### src/ilactl_pkg.sv
/*
 * Package for the instruction look-ahead and level 0 pipeline control.
 * Holds widths, register offsets, reset values and state encodings.
 * Assumes a single 50 MHz control clock and APB register access.
 */
package ilactl_pkg;
  localparam int unsigned AW = 16;
  localparam logic [AW-1:0] ADDR_RST = 16'h0000;
  localparam logic [AW-1:0] REGFILE_TOP = 16'h002f;
  localparam logic [AW-1:0] OCT_MASK = 16'hfff8;
  localparam logic [2:0] OCT_LAST = 3'h7;
  localparam logic [7:0] OFF_CTRL = 8'h00;
  localparam logic [7:0] OFF_STAT = 8'h04;
  localparam logic [7:0] OFF_HAZ = 8'h08;
  localparam logic [7:0] OFF_BRANCH = 8'h0c;
  localparam logic [7:0] OFF_ALPHA = 8'h10;
  localparam logic [7:0] OFF_PRES = 8'h14;
  localparam logic [7:0] OFF_LOOK = 8'h18;
  localparam logic [7:0] OFF_OUT = 8'h1c;
  localparam logic [7:0] OFF_L1A = 8'h20;

  typedef enum logic [2:0] {
    ILA_L1_BIG = 3'h0,
    ILA_L1_IND2 = 3'h1,
    ILA_L1_HAZ = 3'h2,
    ILA_L1_STF = 3'h3,
    ILA_L1_LDF = 3'h4,
    ILA_L1_OTHER = 3'h5
  } ila_l1_state_t;

  typedef enum logic [1:0] {
    ILA_SRC_BUF = 2'h0,
    ILA_SRC_RF = 2'h1,
    ILA_SRC_MIF = 2'h2
  } ila_src_t;

  typedef enum logic [1:0] {
    ILA_L0_RUN = 2'h0,
    ILA_L0_WAITMEM = 2'h1
  } ila_l0_state_t;

  // pipe-negating events from level 3
  typedef struct packed {
    logic hazard;
    logic target_fail;
    logic file_op;
    logic negate_pipe;
    logic negate_l1;
  } ila_l3_evt_t;

  // memory request toward the requester
  typedef struct packed {
    logic req;
    logic [AW-1:0] addr;
  } ila_mreq_t;

  // object / word select toward the instruction files
  typedef struct packed {
    logic load;
    ila_src_t src;
    logic buf_b;
    logic [AW-1:0] addr;
  } ila_sel_t;
endpackage

### src/ilactl_top.sv
/*
 * Look-ahead recovery and level 0 control for the instruction unit head.
 * Assumes pclk at 50 MHz, level 3 events and level 1 controller state
 * synchronous to pclk, and an APB master that holds requests until pready.
 */
`timescale 1ns/100ps
`default_nettype none
// Functional notes
// - on level 3 hazard copy hazard address into output, present, look-ahead
// - hazard recovery clears look-ahead-ordered and all three branch flags
// - memory request for hazarded octet issues on the following cycle
// - branch not taken or skipped at level 3 means target fail
// - target fail in present octet: branch addr to present, look-ahead if unordered
// - target fail outside present octet sets deferred-fetch for next clock fetch
// - both target-fail cases clear all branch status flags
// - file-op negate with octet end: look-ahead to present, toggle pointer
// - load instruction register only while level 1 inactive
// - at least one idle clock between instruction register loads
// - indirect/execute, level 1 active, no M/T hazard: clear level 1 activity
// - object from register file when alpha <= 2F, not branch, no inhibit
// - alpha in present octet uses pointer buffer, look-ahead uses other
// - local object sets activity now; else wait for memory file deposit
// - no indirect/execute: buffer A if pointer zero, else buffer B
// - no load while level 1 in indirect-2, hazard, store or load file
// - selected buffer full raises accept request; answered by load ack
// - ack in idle state with level 3 negating: leave activity clear
// - otherwise set activity and copy present address to level 1 address
// - level 1 active: clear when indirect-2, or hazard with negation
// - level 1 active, hazard without negation or other state: do nothing
// - level 3 pipe negate clears level 1 activity on next clock
module ilactl_top #(
  parameter int unsigned ADDR_W = ilactl_pkg::AW
) (
  input wire logic pclk, // control clock
  input wire logic presetn, // async reset, active low
  input wire logic psel, // apb select
  input wire logic penable, // apb access phase
  input wire logic pwrite, // apb write
  input wire logic [7:0] paddr, // apb byte address
  input wire logic [31:0] pwdata, // apb write data
  output logic [31:0] prdata, // apb read data
  output logic pready, // apb ready
  output logic pslverr, // apb error
  input wire ilactl_pkg::ila_l3_evt_t l3_evt, // level 3 events
  input wire logic l3_ind_exec, // indirect or execute at level 3
  input wire logic l3_is_branch, // level 3 is a branch
  input wire logic l3_brn_fail, // branch not taken at level 3
  input wire logic l3_skipped, // branch skipped
  input wire logic l1_mt_hazard, // M or T hazard at level 1
  input wire ilactl_pkg::ila_l1_state_t l1_state, // level 1 ctrl state
  input wire logic buf_a_full, // buffer a holds valid octet
  input wire logic buf_b_full, // buffer b holds valid octet
  input wire logic ir_load_ack, // load acknowledge from look-ahead
  input wire logic mif_ready, // octet deposited in memory file
  input wire logic mem_rd_ack, // requester can take a read
  output ilactl_pkg::ila_mreq_t mem_req, // request to memory requester
  output ilactl_pkg::ila_sel_t word_sel, // word select to files
  output logic ir_accept_request, // instruction register can accept
  output logic level1_active, // level 1 activity bit
  output logic [ADDR_W-1:0] level1_addr_reg // level 1 address
);
  logic [ADDR_W-1:0] hazard_addr_ff, branch_addr_ff, alpha_ff;
  logic [ADDR_W-1:0] present_ff, lookahead_ff, output_ff;
  logic lookahead_ordered_flag_ff, branch_in_pipe_flag_ff;
  logic target_in_unit_flag_ff, branch_full_flag_ff;
  logic deferred_fetch_flag_ff, buffer_out_pointer_ff;
  logic reg_inhibit_ff, ctrl_enable_ff, hazard_pend_ff;
  logic l1_act_ff, l1_busy_ff, loaded_ff, target_fail, pres_match;
  logic alpha_pres, alpha_look, alpha_rf, ie_path, l1_blocked;
  logic sel_full, clr_l1, set_l1;
  ilactl_pkg::ila_l0_state_t l0_state_ff, nxt_l0_state;
  ilactl_pkg::ila_sel_t nxt_sel;

  assign target_fail = l3_brn_fail | l3_skipped;
  assign pres_match = (branch_addr_ff & ilactl_pkg::OCT_MASK) ==
                      (present_ff & ilactl_pkg::OCT_MASK);

  // apb slave: zero wait states, unmapped reads zero with error
  logic acc;
  assign acc = psel & penable;
  always_ff @(posedge pclk or negedge presetn) begin
    if (!presetn) begin
      prdata <= 32'h0;
      pready <= 1'b0;
      pslverr <= 1'b0;
    end else begin
      pready <= psel & ~penable;
      pslverr <= 1'b0;
      prdata <= 32'h0;
      if (psel & ~penable & ~pwrite) begin
        case (paddr)
          ilactl_pkg::OFF_CTRL:
            prdata <= {30'h0, reg_inhibit_ff, ctrl_enable_ff};
          ilactl_pkg::OFF_STAT:
            prdata <= {24'h0, buffer_out_pointer_ff, l1_act_ff,
                       deferred_fetch_flag_ff, branch_full_flag_ff,
                       target_in_unit_flag_ff, branch_in_pipe_flag_ff,
                       lookahead_ordered_flag_ff, hazard_pend_ff};
          ilactl_pkg::OFF_HAZ: prdata <= 32'(hazard_addr_ff);
          ilactl_pkg::OFF_BRANCH: prdata <= 32'(branch_addr_ff);
          ilactl_pkg::OFF_ALPHA: prdata <= 32'(alpha_ff);
          ilactl_pkg::OFF_PRES: prdata <= 32'(present_ff);
          ilactl_pkg::OFF_LOOK: prdata <= 32'(lookahead_ff);
          ilactl_pkg::OFF_OUT: prdata <= 32'(output_ff);
          ilactl_pkg::OFF_L1A: prdata <= 32'(level1_addr_reg);
          default: pslverr <= 1'b1;
        endcase
      end else if (psel & ~penable) begin
        case (paddr)
          ilactl_pkg::OFF_CTRL, ilactl_pkg::OFF_HAZ,
          ilactl_pkg::OFF_BRANCH, ilactl_pkg::OFF_ALPHA: pslverr <= 1'b0;
          default: pslverr <= 1'b1;
        endcase
      end
    end
  end

  // software loaded address sources and controls
  logic wr_ok;
  assign wr_ok = acc & pwrite & pready;
  always_ff @(posedge pclk or negedge presetn) begin
    if (!presetn) begin
      ctrl_enable_ff <= 1'b0;
      reg_inhibit_ff <= 1'b0;
      hazard_addr_ff <= ilactl_pkg::ADDR_RST;
      branch_addr_ff <= ilactl_pkg::ADDR_RST;
      alpha_ff <= ilactl_pkg::ADDR_RST;
    end else if (wr_ok) begin
      case (paddr)
        ilactl_pkg::OFF_CTRL: begin
          ctrl_enable_ff <= pwdata[0];
          reg_inhibit_ff <= pwdata[1];
        end
        ilactl_pkg::OFF_HAZ: hazard_addr_ff <= pwdata[ADDR_W-1:0];
        ilactl_pkg::OFF_BRANCH: branch_addr_ff <= pwdata[ADDR_W-1:0];
        ilactl_pkg::OFF_ALPHA: alpha_ff <= pwdata[ADDR_W-1:0];
        default: ctrl_enable_ff <= ctrl_enable_ff;
      endcase
    end
  end

  // look-ahead recovery: address registers
  always_ff @(posedge pclk or negedge presetn) begin
    if (!presetn) begin
      present_ff <= ilactl_pkg::ADDR_RST;
      lookahead_ff <= ilactl_pkg::ADDR_RST;
      output_ff <= ilactl_pkg::ADDR_RST;
      buffer_out_pointer_ff <= 1'b0;
    end else if (l3_evt.hazard) begin
      output_ff <= hazard_addr_ff;
      present_ff <= hazard_addr_ff;
      lookahead_ff <= hazard_addr_ff;
    end else if (target_fail) begin
      if (pres_match) begin
        present_ff <= branch_addr_ff;
        if (!lookahead_ordered_flag_ff)
          lookahead_ff <= branch_addr_ff;
      end else if (mem_rd_ack) begin
        output_ff <= branch_addr_ff;
      end
    end else if (l3_evt.file_op) begin
      if (present_ff[2:0] == ilactl_pkg::OCT_LAST) begin
        present_ff <= lookahead_ff;
        buffer_out_pointer_ff <= ~buffer_out_pointer_ff;
      end
    end
  end

  // look-ahead recovery: flags; hazard wins over target fail
  always_ff @(posedge pclk or negedge presetn) begin
    if (!presetn) begin
      lookahead_ordered_flag_ff <= 1'b0;
      branch_in_pipe_flag_ff <= 1'b0;
      target_in_unit_flag_ff <= 1'b0;
      branch_full_flag_ff <= 1'b0;
      deferred_fetch_flag_ff <= 1'b0;
      hazard_pend_ff <= 1'b0;
    end else begin
      hazard_pend_ff <= l3_evt.hazard;
      deferred_fetch_flag_ff <= 1'b0;
      if (l3_evt.hazard) begin
        lookahead_ordered_flag_ff <= 1'b0;
        branch_in_pipe_flag_ff <= 1'b0;
        target_in_unit_flag_ff <= 1'b0;
        branch_full_flag_ff <= 1'b0;
      end else if (target_fail) begin
        branch_in_pipe_flag_ff <= 1'b0;
        target_in_unit_flag_ff <= 1'b0;
        branch_full_flag_ff <= 1'b0;
        if (!pres_match)
          deferred_fetch_flag_ff <= 1'b1;
      end else if (hazard_pend_ff | deferred_fetch_flag_ff) begin
        lookahead_ordered_flag_ff <= 1'b0;
      end else if (wr_ok && paddr == ilactl_pkg::OFF_CTRL) begin
        // software may preset the flags; recovery above takes priority
        lookahead_ordered_flag_ff <= lookahead_ordered_flag_ff | pwdata[2];
        branch_in_pipe_flag_ff <= branch_in_pipe_flag_ff | pwdata[3];
        target_in_unit_flag_ff <= target_in_unit_flag_ff | pwdata[4];
        branch_full_flag_ff <= branch_full_flag_ff | pwdata[5];
      end
    end
  end

  // memory request one cycle after the setup
  always_ff @(posedge pclk or negedge presetn) begin
    if (!presetn) begin
      mem_req <= '0;
    end else begin
      mem_req.req <= 1'b0;
      if (hazard_pend_ff) begin
        mem_req.req <= 1'b1;
        mem_req.addr <= output_ff;
      end else if (deferred_fetch_flag_ff) begin
        mem_req.req <= 1'b1;
        mem_req.addr <= branch_addr_ff;
      end
    end
  end

  // level 0 word selection
  assign alpha_rf = (alpha_ff <= ilactl_pkg::REGFILE_TOP) & ~l3_is_branch &
                    ~reg_inhibit_ff;
  assign alpha_pres = (alpha_ff & ilactl_pkg::OCT_MASK) ==
                      (present_ff & ilactl_pkg::OCT_MASK);
  assign alpha_look = (alpha_ff & ilactl_pkg::OCT_MASK) ==
                      (lookahead_ff & ilactl_pkg::OCT_MASK);
  assign ie_path = ctrl_enable_ff & l3_ind_exec;
  assign l1_blocked = (l1_state == ilactl_pkg::ILA_L1_IND2) |
                      (l1_state == ilactl_pkg::ILA_L1_HAZ) |
                      (l1_state == ilactl_pkg::ILA_L1_STF) |
                      (l1_state == ilactl_pkg::ILA_L1_LDF);
  assign sel_full = buffer_out_pointer_ff ? buf_b_full : buf_a_full;

  always_comb begin
    nxt_sel = '0;
    nxt_l0_state = l0_state_ff;
    set_l1 = 1'b0;
    clr_l1 = 1'b0;
    nxt_sel.buf_b = buffer_out_pointer_ff;
    nxt_sel.addr = present_ff;
    if (l3_evt.negate_pipe) begin
      clr_l1 = 1'b1;
      nxt_l0_state = ilactl_pkg::ILA_L0_RUN;
    end else if (!ctrl_enable_ff) begin
      nxt_l0_state = ilactl_pkg::ILA_L0_RUN;
    end else if (l0_state_ff == ilactl_pkg::ILA_L0_WAITMEM) begin
      nxt_sel.src = ilactl_pkg::ILA_SRC_MIF;
      nxt_sel.addr = alpha_ff;
      if (mif_ready) begin
        set_l1 = 1'b1;
        nxt_sel.load = 1'b1;
        nxt_l0_state = ilactl_pkg::ILA_L0_RUN;
      end
    end else if (ie_path) begin
      nxt_sel.addr = alpha_ff;
      if (l1_act_ff) begin
        if (!l1_mt_hazard)
          clr_l1 = 1'b1;
      end else if (!loaded_ff) begin
        nxt_sel.load = 1'b1;
        if (alpha_rf) begin
          nxt_sel.src = ilactl_pkg::ILA_SRC_RF;
          set_l1 = 1'b1;
        end else if (alpha_pres | alpha_look) begin
          nxt_sel.buf_b = alpha_pres ? buffer_out_pointer_ff :
                          ~buffer_out_pointer_ff;
          set_l1 = 1'b1;
        end else begin
          nxt_sel.load = 1'b0;
          nxt_sel.src = ilactl_pkg::ILA_SRC_MIF;
          nxt_l0_state = ilactl_pkg::ILA_L0_WAITMEM;
        end
      end
    end else if (!l1_act_ff) begin
      if (!l1_blocked && !loaded_ff && ir_load_ack) begin
        nxt_sel.load = 1'b1;
        if (!(l1_state == ilactl_pkg::ILA_L1_BIG && l3_evt.negate_l1))
          set_l1 = 1'b1;
      end
    end else begin
      if (l1_state == ilactl_pkg::ILA_L1_IND2 ||
          (l1_state == ilactl_pkg::ILA_L1_HAZ && l3_evt.negate_l1))
        clr_l1 = 1'b1;
      // hazard without negation or other states: wait
    end
  end

  // level 0 state, activity bit and load bubble
  always_ff @(posedge pclk or negedge presetn) begin
    if (!presetn) begin
      l0_state_ff <= ilactl_pkg::ILA_L0_RUN;
      l1_act_ff <= 1'b0;
      loaded_ff <= 1'b0;
      level1_addr_reg <= '0;
      word_sel <= '0;
      ir_accept_request <= 1'b0;
    end else begin
      l0_state_ff <= nxt_l0_state;
      word_sel <= nxt_sel;
      loaded_ff <= nxt_sel.load;
      if (clr_l1)
        l1_act_ff <= 1'b0;
      else if (set_l1)
        l1_act_ff <= 1'b1;
      if (set_l1 && !ie_path)
        level1_addr_reg <= present_ff;
      else if (set_l1)
        level1_addr_reg <= alpha_ff;
      ir_accept_request <= ctrl_enable_ff & ~ie_path & ~l1_act_ff &
                           ~l1_blocked & sel_full &
                           ~l3_evt.negate_pipe;
    end
  end
  assign level1_active = l1_act_ff;

  property p_hazard_copy;
    @(posedge pclk) disable iff (!presetn)
    l3_evt.hazard |=> present_ff == $past(hazard_addr_ff) &&
      output_ff == $past(hazard_addr_ff);
  endproperty
  a_hazard_copy: assert property (p_hazard_copy)
    else $error("hazard address not copied");
  property p_haz_flags;
    @(posedge pclk) disable iff (!presetn)
    l3_evt.hazard |=> !lookahead_ordered_flag_ff && !branch_full_flag_ff;
  endproperty
  a_haz_flags: assert property (p_haz_flags)
    else $error("hazard flags not cleared");
  property p_haz_req;
    @(posedge pclk) disable iff (!presetn)
    l3_evt.hazard |=> ##1 mem_req.req;
  endproperty
  a_haz_req: assert property (p_haz_req)
    else $error("hazard fetch missing");
  property p_tf_defer;
    @(posedge pclk) disable iff (!presetn)
    (target_fail && !l3_evt.hazard && !pres_match) |=>
      deferred_fetch_flag_ff ##1 mem_req.req;
  endproperty
  a_tf_defer: assert property (p_tf_defer)
    else $error("deferred fetch missing");
  property p_tf_flags;
    @(posedge pclk) disable iff (!presetn)
    target_fail |=> !branch_in_pipe_flag_ff && !target_in_unit_flag_ff;
  endproperty
  a_tf_flags: assert property (p_tf_flags)
    else $error("branch flags not cleared");
  property p_bubble;
    @(posedge pclk) disable iff (!presetn)
    word_sel.load |=> !word_sel.load;
  endproperty
  a_bubble: assert property (p_bubble)
    else $error("back to back loads");
  property p_negate;
    @(posedge pclk) disable iff (!presetn)
    l3_evt.negate_pipe |=> !level1_active;
  endproperty
  a_negate: assert property (p_negate)
    else $error("negate did not clear level 1");
  property p_wait_hold;
    @(posedge pclk) disable iff (!presetn)
    (l0_state_ff == ilactl_pkg::ILA_L0_WAITMEM && !mif_ready &&
     !l3_evt.negate_pipe && ctrl_enable_ff) |=> $stable(l1_act_ff);
  endproperty
  a_wait_hold: assert property (p_wait_hold)
    else $error("activity changed while waiting");
  property p_l1_load;
    @(posedge pclk) disable iff (!presetn)
    word_sel.load |-> !$past(l1_act_ff);
  endproperty
  a_l1_load: assert property (p_l1_load)
    else $error("load while level 1 active");
  c_haz: cover property (@(posedge pclk) l3_evt.hazard ##2 mem_req.req);
  c_load: cover property (@(posedge pclk) word_sel.load ##1 level1_active);
  c_wait: cover property (@(posedge pclk)
    l0_state_ff == ilactl_pkg::ILA_L0_WAITMEM ##1 mif_ready);
endmodule
`default_nettype wire

### config.mk
export PLATFORM = sky130hd
export DESIGN_NAME = ilactl_top
export DESIGN_NICKNAME = d
export VERILOG_FILES = /design/src/ilactl_pkg.sv /design/src/ilactl_top.sv
export SDC_FILE = /design/constraint.sdc
export NUM_CORES = 1
export LEC_CHECK = 0
export BUFFER_PORTS_ARGS = -buffer_cell sky130_fd_sc_hd__buf_2
export CORE_MARGIN = 4
export CORE_UTILIZATION = 50
export CTS_BUF_LIST = sky130_fd_sc_hd__clkbuf_16
export DETAILED_ROUTE_END_ITERATION = 7
export GPL_TIMING_DRIVEN = 0
export PLACE_DENSITY = 0.72
export SYNTH_ARGS = -nofsm -noshare
export SYNTH_HDL_FRONTEND = slang
export SYNTH_SLANG_ARGS = --single-unit
export TNS_END_PERCENT = 20
### constraint.sdc
create_clock -name pclk -period 2.6 [get_ports pclk]
set_clock_uncertainty 0.05 [all_clocks]
set_input_delay 0.13 -clock pclk [delete_from_list [all_inputs] [get_ports pclk]]
set_output_delay 0.13 -clock pclk [all_outputs]
set_load 0.01 [all_outputs]
==> results of run 1 <==
==> layout make-up <==
class | count | area, um2
Sequential cell | 179 | 4490
Buffer | 68 | 390
Timing Repair Buffer | 144 | 888
Multi-Input combinational cell | 589 | 4340
Clock buffer | 17 | 425
Clock inverter | 13 | 194
Inverter | 20 | 75.1
Tap cell | 229 | 287
Fill cell | 1503 | 7000
==> per-stage QoR <==
| stage | hold WS, ns | TNS, ns | instance area [um2] | util, % |
|---|---|---|---|---|
| after floorplan | -0.216 | 0 | 9320 | - |
| after global placement | 0.254 | -262.40 | 10200 | 56.3 |
| after detailed placement | 0.0934 | -0.580 | 10200 | 56.5 |
| after CTS | 0.00898 | 0 | 11100 | 61.3 |
| after global routing | 0.0206 | 0 | 11100 | 61.3 |
| final | 0.0214 | 0 | 11100 | 61.3 |
==> power by group <==
group,internal (mW),total (mW),switching [mW]
logic,0.168,0.410,0.242
registers,2.80,2.81,0.0159
clock network,1.68,2.74,1.06
==> cells by family after synthesis <==
logic type,count (synthesis)
AO/OA/AOI/OAI,157
AND/OR/NAND/NOR,199
multiplexers,175
buffers and inverters,97
other,1
XOR/XNOR,42
flip-flops,179
==> layout by cell type, fill, tap and decap left out, drive strengths merged, types with 2 or more instances in the layout <==
master         n
dfrtp        179
buf          161
mux2         120
nand2         87
mux2i         54
o21ai         51
nor2          48
clkbuf        45
a31oi         31
xor2          30
a21oi         26
dlygate4sd3   23
inv           21
o221a         16
conb          16
nor4          14
nor3          13
xnor2         12
nand4          8
a222oi         6
a22oi          5
and3           5
bufinv         5
nand3          5
clkinv         5
o22ai          4
and2           4
nor2b          4
a32oi          3
or2            2
o2111a         2
or4            2
a211oi         2
o211ai         2
clkinvlp       2
or3            2
==> critical path, stage by stage (launching register included) <==
cell and delay, ns:
dfrtp_2 0.46, xor2_1 0.18, nor4_1 0.29, nand4_1 0.18, nor4_4 0.46, buf_4 0.19
a21oi_2 0.14, buf_6 0.21, mux2_2 0.27
==> layer usage <==
metal / global-route usage, % / routed length (um) / part of all wire (%) / vias to the layer above
li1: - / - / - / 3364
met1: 37.5 / 11600 / 44 / 3550
met2: 38.6 / 11500 / 44 / 388
met3: 4.30 / 2190 / 8.4 / 57
met4: 10.4 / 738 / 2.8 / 0
met5: 0 / 0 / 0 / -
==> path summary, 6_finish.rpt <==
kind | from | endpoint | slack, ns | cells past startpoint
setup / recovery | branch_addr_ff[7] | lookahead_ff[13] | 0.04 | 8
hold reg to reg | hazard_addr_ff[7] | hazard_addr_ff[7] | 0.48 | 1
hold / removal | pwrite | pslverr | 0.02 | 2
setup reg to reg | branch_addr_ff[7] | lookahead_ff[13] | 0.04 | 8
max in group asynchronous | presetn | branch_addr_ff[12] | 1.40 | 3
min in group asynchronous | presetn | mem_req[1] | 0.18 | 2
==> repair_timing <==
| item | in CTS | in global routing |
|---|---|---|
| pin swaps | 1 | 6 |
| endpoints found under the setup margin | 20 | 40 |
| gates resized for setup | 0 | 8 |
| hold buffers | 23 | 0 |
| buffers inserted | 1 | 2 |
| endpoints found under the hold margin | 131 | 0 |
==> impl_metrics.csv, run 1 <==
group,metric,value,unit
die,die_w,144,um
timing,tightest_slew,0.795,ns
route,drc,0,
route,viasPerCell,5.85,
yosys,yosys-top-cells-area,"dfrtp_1 (48%), mux2_2 (14%), mux2i_1 (5.8%), nand2_1 (3.5%), xor2_1 (2.8%)",
yosys,synth_adder_area_share,0,%
global_route,grt_pass1_vias,7239,
route,detail-route-antenna-nets,0,
clocking,cts_num_sinks,179,
clocking,cts_max_path_buffers,2,
global_route,grtUsageTotal,25.8,%
layout,nNetsFinal,1082,
yosys,synthCells,850,
layout,drive_above_1_share,32.4,%
layout,largest_reg_flops,19,
yosys,ys_types,61,
clocking,cts_root_buf,"clkbuf_16",
die,start_util,51.2,%
worst_setup_path,cp.arrival,2.83,ns
die,dieArea,20800,um2
yosys,yosysTopAreaCell,"dfrtp_1",
global_route,overflow,0,
route,drt_wl_total,26100,um
placed_design,pre_cts_slack,-0.0381,ns
power,leakage,5.41,nW
layout,antenna_cells,0,
yosys,synth-xor-area-share,3.97,%
global_route,antenna_found_initial,0,
power,vdd_drop_max,0.000401,V
die,io_pins,152,
layout,area_growth,19.7,%
yosys,synth_warnings,0,
yosys,netlist_area,9260,um2
die,row_count,49,
clocking,clkLatencyLatePin,0.44,ns
worst_setup_path,path_max_fanout,10,
yosys,synth_flop_cell,"dfrtp_1",
flow_run,maxCapViolCount,0,
timing,grt_setup_unrepaired,"no",
route,firstDrtPassIters,5,
route,num_vias,7359,
power,power,5.97,mW
worst_setup_path,end_kind,"flop",
placed_design,gp_congestion,0.949,
clocking,cts_tree,"yes",
yosys,synth_compound_area_share,11.4,%
worst_setup_path,crit_type,"reg -> reg",
timing,fin_ws,0.0395,ns
timing,max_slew_margin,47.0,%
yosys,synth_seq_cells,179,
route,drtIter0Drc,803,
layout,largestRegisters,"word_sel (19), mem_req (17)",
timing,slew_violations,0,
yosys,async_reset_ff_share,100,%
clocking,cts_max_level,4,
clocking,cts_buffers,17,
placed_design,numPortBuffers,117,
global_route,grt_max_degree,105,
yosys,yosysMostFrequentCell,"dfrtp_1",
timing,hold_violations,0,
worst_setup_path,required,2.87,ns
layout,fin_cells,1259,
die,die_h,144,um
placed_design,dp.cells,1212,
yosys,synthMuxAreaShare,20.7,%
yosys,syn_area_per_cell,10.9,um2
timing,timing.fmax,391,MHz
layout,regMostFlops,"word_sel",
worst_hold_path,min_path_type,"in -> reg",
placed_design,dp_hpwl,19500,um
yosys,synth_simple_gate_area_share,10.2,%
route,wl_per_cell,20.7,um
yosys,synthTopCellsByCount,"dfrtp_1 (179), mux2_2 (117), nand2_1 (86)",
yosys,synth_top_area_share,48.4,%
timing,fin_crit_sh,98.5,%
timing,setup_viol,0,
yosys,synth-edff-count,0,
yosys,synth_top_family_by_area,"multiplexers",
die,core,18100,um2
global_route,grt_pass1_wl,41100,um
yosys,yosysSeqAreaShare,48.4,%
clocking,path_clk_slew,0.06,ns
power,power_density,538,nW/um2
worst_setup_path,startpoint_type,"flop",
run_status,status,"finished, final reports clean",
timing,min_period,2.56,ns
(Power assumes the default switching activity.)
==> run 2, diff against run 1 <==
Settings changed: CELL_PAD_IN_SITES_DETAIL_PLACEMENT from default to 0, CELL_PAD_IN_SITES_GLOBAL_PLACEMENT from default to 1, CORE_UTILIZATION 50 to 45, PLACE_DENSITY 0.72 to 0.81.
==> impl_metrics.csv, run 2 (same netlist as run 1, synthesis figures left out) <==
group,metric,value,unit
run_status,status,"finished, final reports clean",
route,drtIter0Drc,589,
route,firstDrtPassIters,7,
timing,slew_violations,0,
worst_setup_path,path_max_fanout,10,
layout,antenna_cells,0,
worst_setup_path,end_kind,"flop",
global_route,antenna_found_initial,0,
timing,hold_violations,0,
clocking,cts_max_level,4,
power,vdd_drop_max,0.000422,V
timing,timing.fmax,392,MHz
worst_setup_path,crit_path_frequent_cell,"buf_4",
layout,regMostFlops,"word_sel",
global_route,met2_usage,37.0,%
power,power_density,526,nW/um2
global_route,grt_pass1_wl,42000,um
global_route,grtUsageTotal,24.1,%
global_route,grt_max_degree,112,
die,die_w,151,um
die,row_count,52,
worst_setup_path,cp.arrival,2.83,ns
worst_setup_path,startpoint_type,"flop",
layout,final_util,55.1,%
layout,nNetsFinal,1084,
power,leakage,5.40,nW
layout,largest_reg_flops,19,
timing,fin_ws,0.0462,ns
worst_hold_path,min_path_type,"in -> reg",
flow_run,maxCapViolCount,0,
die,dieArea,22900,um2
clocking,cts_num_sinks,179,
global_route,grt_busiest_layer,"met2",
layout,nFillCells,1808,
die,die_h,151,um
timing,grt_setup_unrepaired,"no",
global_route,grt_use_met3,3.74,%
layout,largestRegisters,"word_sel (19), mem_req (17)",
global_route,overflow,0,
layout,final_area,11100,um2
timing,fin_crit_sh,98.2,%
worst_setup_path,worstPathCellList,"xor2_1 -> nor4_2 -> nand4_1 -> nor4_4 -> buf_4 -> buf_4 -> a21oi_2 -> buf_6 -> mux2_2",
placed_design,dp_hpwl,20100,um
route,num_vias,7264,
worst_setup_path,crit_path_top_delay_cell,"a21oi_2",
placed_design,gp_congestion,0.937,
timing,tns,0,ns
route,wl_per_cell,20.7,um
clocking,cts_max_path_buffers,2,
die,core,20200,um2
die,start_util,45.8,%
route,detail-route-antenna-nets,0,
route,viasPerCell,5.57,
clocking,path_clk_slew,0.07,ns
clocking,cts_root_buf,"clkbuf_16",
worst_setup_path,crit_type,"reg -> reg",
route,drc,0,
timing,setup_viol,0,
die,io_pins,152,
clocking,cts_buffers,17,
worst_hold_path,min_from,"buf_b_full",
timing,max_slew_margin,43.9,%
timing,min_period,2.55,ns
route,drt_wl_total,27000,um
worst_setup_path,r2r_start,"present_ff[4]",
layout,final_common_cell,"dfrtp_1",
layout,mostFrequentLayoutCells,"dfrtp_1 (171), buf_2 (125), mux2_2 (117)",
worst_setup_path,slowest_delay,0.49,ns
layout,drive_above_1_share,33.6,%
layout,area_growth,20.3,%
placed_design,numPortBuffers,117,
worst_setup_path,crit_start,"present_ff[4]",
placed_design,pre_cts_slack,-0.104,ns
placed_design,dpl_cell_area,10300,um2
timing,tightest_slew,0.841,ns
clocking,cts_tree,"yes",
timing,hold_ws,0.0115,ns
global_route,use_met1,35.7,%
clocking,clkLatencyLatePin,0.45,ns
global_route,grt_pass1_vias,7238,
worst_setup_path,required,2.87,ns
==> run 2: changes by cell type in the layout (fill, tap and decap cells not counted), moves of 3 or more <==
cell / previous run / this run
inv_6: 0 / 6
nor4_2: 0 / 3
nor4_1: 13 / 10
buf_4: 19 / 22
bufinv_16: 5 / 2
==> run 2: report_power, final <==
group          switching (mW)  total, mW  internal, mW
registers              0.0161       2.81          2.80
clock network            1.19       2.63          1.44
logic                   0.249      0.414         0.164
total                    1.45       5.86          4.40
==> run 2: timing repair <==
item	CTS	global route
gates resized for setup	1	17
endpoints found under the hold margin	126	0
pin swaps	1	5
setup endpoints to repair	44	36
hold buffers	23	0
setup buffers	1	4
==> run 2: path summary, 6_finish.rpt <==
| check | to | slack [ns] | cells after the start |
|---|---|---|---|
| worst max-delay path | lookahead_ff[4] | 0.05 | 9 |
| worst max register to register | lookahead_ff[4] | 0.05 | 9 |
| worst min-delay path | ir_accept_request | 0.01 | 3 |
| max in group asynchronous | branch_addr_ff[10] | 1.37 | 3 |
| worst min register to register | hazard_addr_ff[0] | 0.48 | 1 |
| min in group asynchronous | mem_req[1] | 0.16 | 2 |
==> run 2: critical path, delay by kind of cell, from the launching register on <==
kind,cells,cell delay (ns)
muxes,1,0.34
and+or+nand+nor,3,0.28
DFF,1,0.47
AOI/OAI and AO/OA,1,0.49
buffers and inverters,3,0.54
xor gates and xnor gates,1,0.25
==> run 2: metrics by stage <==
stage,cells,total power [mW]
finish,1304,5.86
global route,1304,6.05
CTS,1308,5.88
detailed placement,1253,3.25
global placement,1252,3.24
floorplan,865,3.06
==> run 2: cell type report <==
cell class / instances / area (um2) / share of cell area, %
buffer: 68 / 382 / 3.43
clock buffer: 17 / 425 / 3.82
clock inverter: 15 / 166 / 1.49
inverter: 20 / 75.1 / 0.674
multi-input combinational: 589 / 4370 / 39.3
sequential: 179 / 4490 / 40.3
tap: 270 / 338 / 3.03
timing repair buffer: 146 / 891 / 8.00
==> run 2: per-layer routing <==
metal  vias to the layer above  routed length [um]  part of all wire [%]
met5                         -                   0                     0
met4                         0                 364                   1.3
met3                        28                1800                   6.7
met2                       268               12500                    46
met1                      3591               12400                    46
li1                       3377                   -                     -
==> run 3, diff against run 2 <==
Settings changed: ABC_AREA from default to 1, CORE_UTILIZATION 45 to 41, PLACE_DENSITY 0.81 to 0.8.
==> impl_metrics.csv, run 3 <==
group,metric,value,unit
global_route,overflow,0,
route,drt_wl_total,30400,um
power,leakage,5.18,nW
worst_setup_path,cp.arrival,2.59,ns
worst_setup_path,crit_start,"present_ff[14]",
yosys,ys_types,38,
route,detail-route-antenna-nets,0,
yosys,async_reset_ff_share,100,%
route,top_layer,"met5",
route,drc,0,
timing,timing.fmax,427,MHz
yosys,synth_seq_cells,179,
layout,regMostFlops,"word_sel",
clocking,cts_max_level,4,
layout,ff_latch_area,4480,um2
layout,mostFrequentLayoutCells,"nand2_1 (343), dfrtp_1 (179), o21ai_0 (171)",
worst_setup_path,end_kind,"flop",
yosys,syn_area_per_cell,7.67,um2
yosys,synth_warnings,0,
worst_setup_path,startpoint_type,"flop",
placed_design,numPortBuffers,118,
yosys,yosysTopAreaCell,"dfrtp_1",
layout,nFillCells,2103,
worst_setup_path,required,2.85,ns
route,met2RoutedLength,13200,um
worst_hold_path,min_from,"l1_mt_hazard",
timing,hold_ws,0.0259,ns
timing,slew_violations,0,
worst_setup_path,r2r_start,"present_ff[14]",
route,wl_per_cell,18.6,um
timing,hold_violations,0,
worst_setup_path,r2r_cells,10,
clocking,cts_tree,"yes",
layout,final_area,10800,um2
die,dieArea,24400,um2
die,start_util,42.2,%
layout,largest_reg_flops,19,
layout,antenna_cells,0,
worst_setup_path,r2r_slack,0.26,ns
flow_run,maxCapViolCount,0,
clocking,cts_max_path_buffers,2,
route,drtIter0Drc,687,
clocking,cts_buffers,17,
route,num_vias,8535,
worst_hold_path,whs_path_depth,5,
placed_design,gp_congestion,0.953,
yosys,yosys-top-cells-area,"dfrtp_1 (50%), nand2_1 (14%), o21ai_0 (9.5%), inv_1 (5.6%), a21oi_1 (3.2%)",
route,firstDrtPassIters,6,
global_route,grt_pass1_wl,47600,um
global_route,grtUsageTotal,25.5,%
worst_setup_path,crit_type,"reg -> reg",
yosys,netlist_area,8990,um2
die,die_h,156,um
timing,max_slew_margin,55.2,%
placed_design,dp_hpwl,24400,um
timing,grt_setup_unrepaired,"no",
layout,area_growth,20.1,%
layout,largestRegisters,"word_sel (19), mem_req (17)",
yosys,synthCells,1172,
run_status,status,"finished, final reports clean",
worst_setup_path,cp-endpoint,"output_ff[7]",
clocking,path_clk_slew,0.07,ns
global_route,grt_max_degree,94,
timing,tns,0,ns
route,met3_wirelength,2560,um
yosys,yosysMostFrequentCell,"nand2_1",
yosys,synth_top_area_share,49.8,%
worst_setup_path,r2r-end,"output_ff[7]",
timing,fin_crit_sh,90.0,%
timing,setup_viol,0,
route,drt-met1-wl,14100,um
clocking,clkLatencyLatePin,0.44,ns
clocking,cts_setup_buffers,0,
die,io_pins,152,
yosys,synth_flop_cell,"dfrtp_1",
layout,final_common_cell,"nand2_1",
global_route,antenna_found_initial,1,
die,core,21300,um2
global_route,grt_pass1_vias,8207,
layout,final_util,50.7,%
placed_design,dpl_cell_area,10000,um2
die,die_w,156,um
timing,min_period,2.34,ns
yosys,synthTopCellsByCount,"nand2_1 (343), dfrtp_1 (179), o21ai_0 (171)",
route,viasPerCell,5.22,
worst_setup_path,path_max_fanout,10,
layout,drive_above_1_share,15.0,%
layout,multi_input_area,3670,um2
yosys,synth-edff-count,0,
die,row_count,53,
clocking,cts_root_buf,"clkbuf_16",
layout,nNetsFinal,1413,
power,power_density,521,nW/um2
worst_hold_path,min_path_type,"in -> reg",
timing,tightest_slew,0.673,ns
yosys,yosysSeqAreaShare,49.8,%
clocking,cts_num_sinks,179,
power,vdd_drop_max,0.000263,V
==> run 3: cell types whose count changed after synthesis, moves of 9 or more <==
cell and delta:
nand2_1 +257, o21ai_0 +121, mux2_2 -117, inv_1 +116, mux2i_1 -54, a21oi_1 +32
a31oi_1 -28, nor2_1 +28, xor2_1 -22, nand3_1 +21, o221a_2 -16, o22ai_1 +16
a221oi_1 +10, nor4_1 -9
==> run 3: worst min path at each step <==
stage	endpoint	slack, ns
floorplan	alpha_ff[0]	-0.22
global placement	hazard_pend_ff	0.21
detailed placement	word_sel[1]	0.13
CTS	pslverr	0.01
global route	pslverr	0.06
finish	level1_active	0.03
==> run 3: stage by stage <==
step / power [mW] / cells / setup WS, ns
floorplan: 3.07 / 1187 / 0.913
global placement: 3.26 / 1580 / -1.53
detailed placement: 3.27 / 1581 / 0.267
CTS: 5.67 / 1636 / 0.253
global route: 5.84 / 1636 / 0.0615
finish: 5.63 / 1636 / 0.261
==> run 3: layout make-up <==
type | instances | area share, %
buffer | 68 | 3.24
tap | 275 | 3.19
multi-input combinational | 795 | 34.0
inverter | 145 | 5.04
clock inverter | 13 | 0.973
timing repair buffer | 144 | 8.13
clock buffer | 17 | 3.94
sequential | 179 | 41.5
==> run 3: timing repair <==
| item | in CTS | in global routing |
|---|---|---|
| gates resized for setup | 0 | 0 |
| hold endpoints to repair | 145 | 0 |
| hold buffers | 25 | 0 |
| setup endpoints to repair | 0 | 0 |
==> run 3: kinds of logic (layout without fill, tap and decap cells) <==
group | after synthesis | count (layout) | share of synthesized area, %
XOR/XNOR | 15 | 15 | 1.46
buffers and inverters | 213 | 387 | 9.95
AO/OA/AOI/OAI | 286 | 286 | 17.4
flip-flops | 179 | 179 | 49.8
AND/OR/NAND/NOR | 478 | 478 | 21.4
other | 1 | 16 | 0.0417
==> run 3: metal layers <==
layer / vias up / track usage (%)
met1: 3974 / 38.2
met2: 402 / 38.9
met5: - / 0
met4: 2 / 6.98
met3: 43 / 3.86
li1: 4114 / -
==> run 3: worst max-delay path, cell delays in order, from the launching register on <==
cell,delay (ns)
dfrtp_1,0.49
inv_1,0.14
nand2_1,0.10
nand4_1,0.10
nor4_1,0.43
nand2_1,0.18
nand3_1,0.11
nand2_1,0.17
buf_2,0.26
nand2_1,0.08
o21ai_0,0.10
==> run 3: report_power, final <==
part           leakage, nW  switching [mW]  internal, mW  total [mW]
clock network        0.265            1.16          1.23        2.39
logic                 2.46           0.267         0.139       0.406
registers             2.46          0.0205          2.81        2.83
total                 5.18            1.44          4.19        5.63
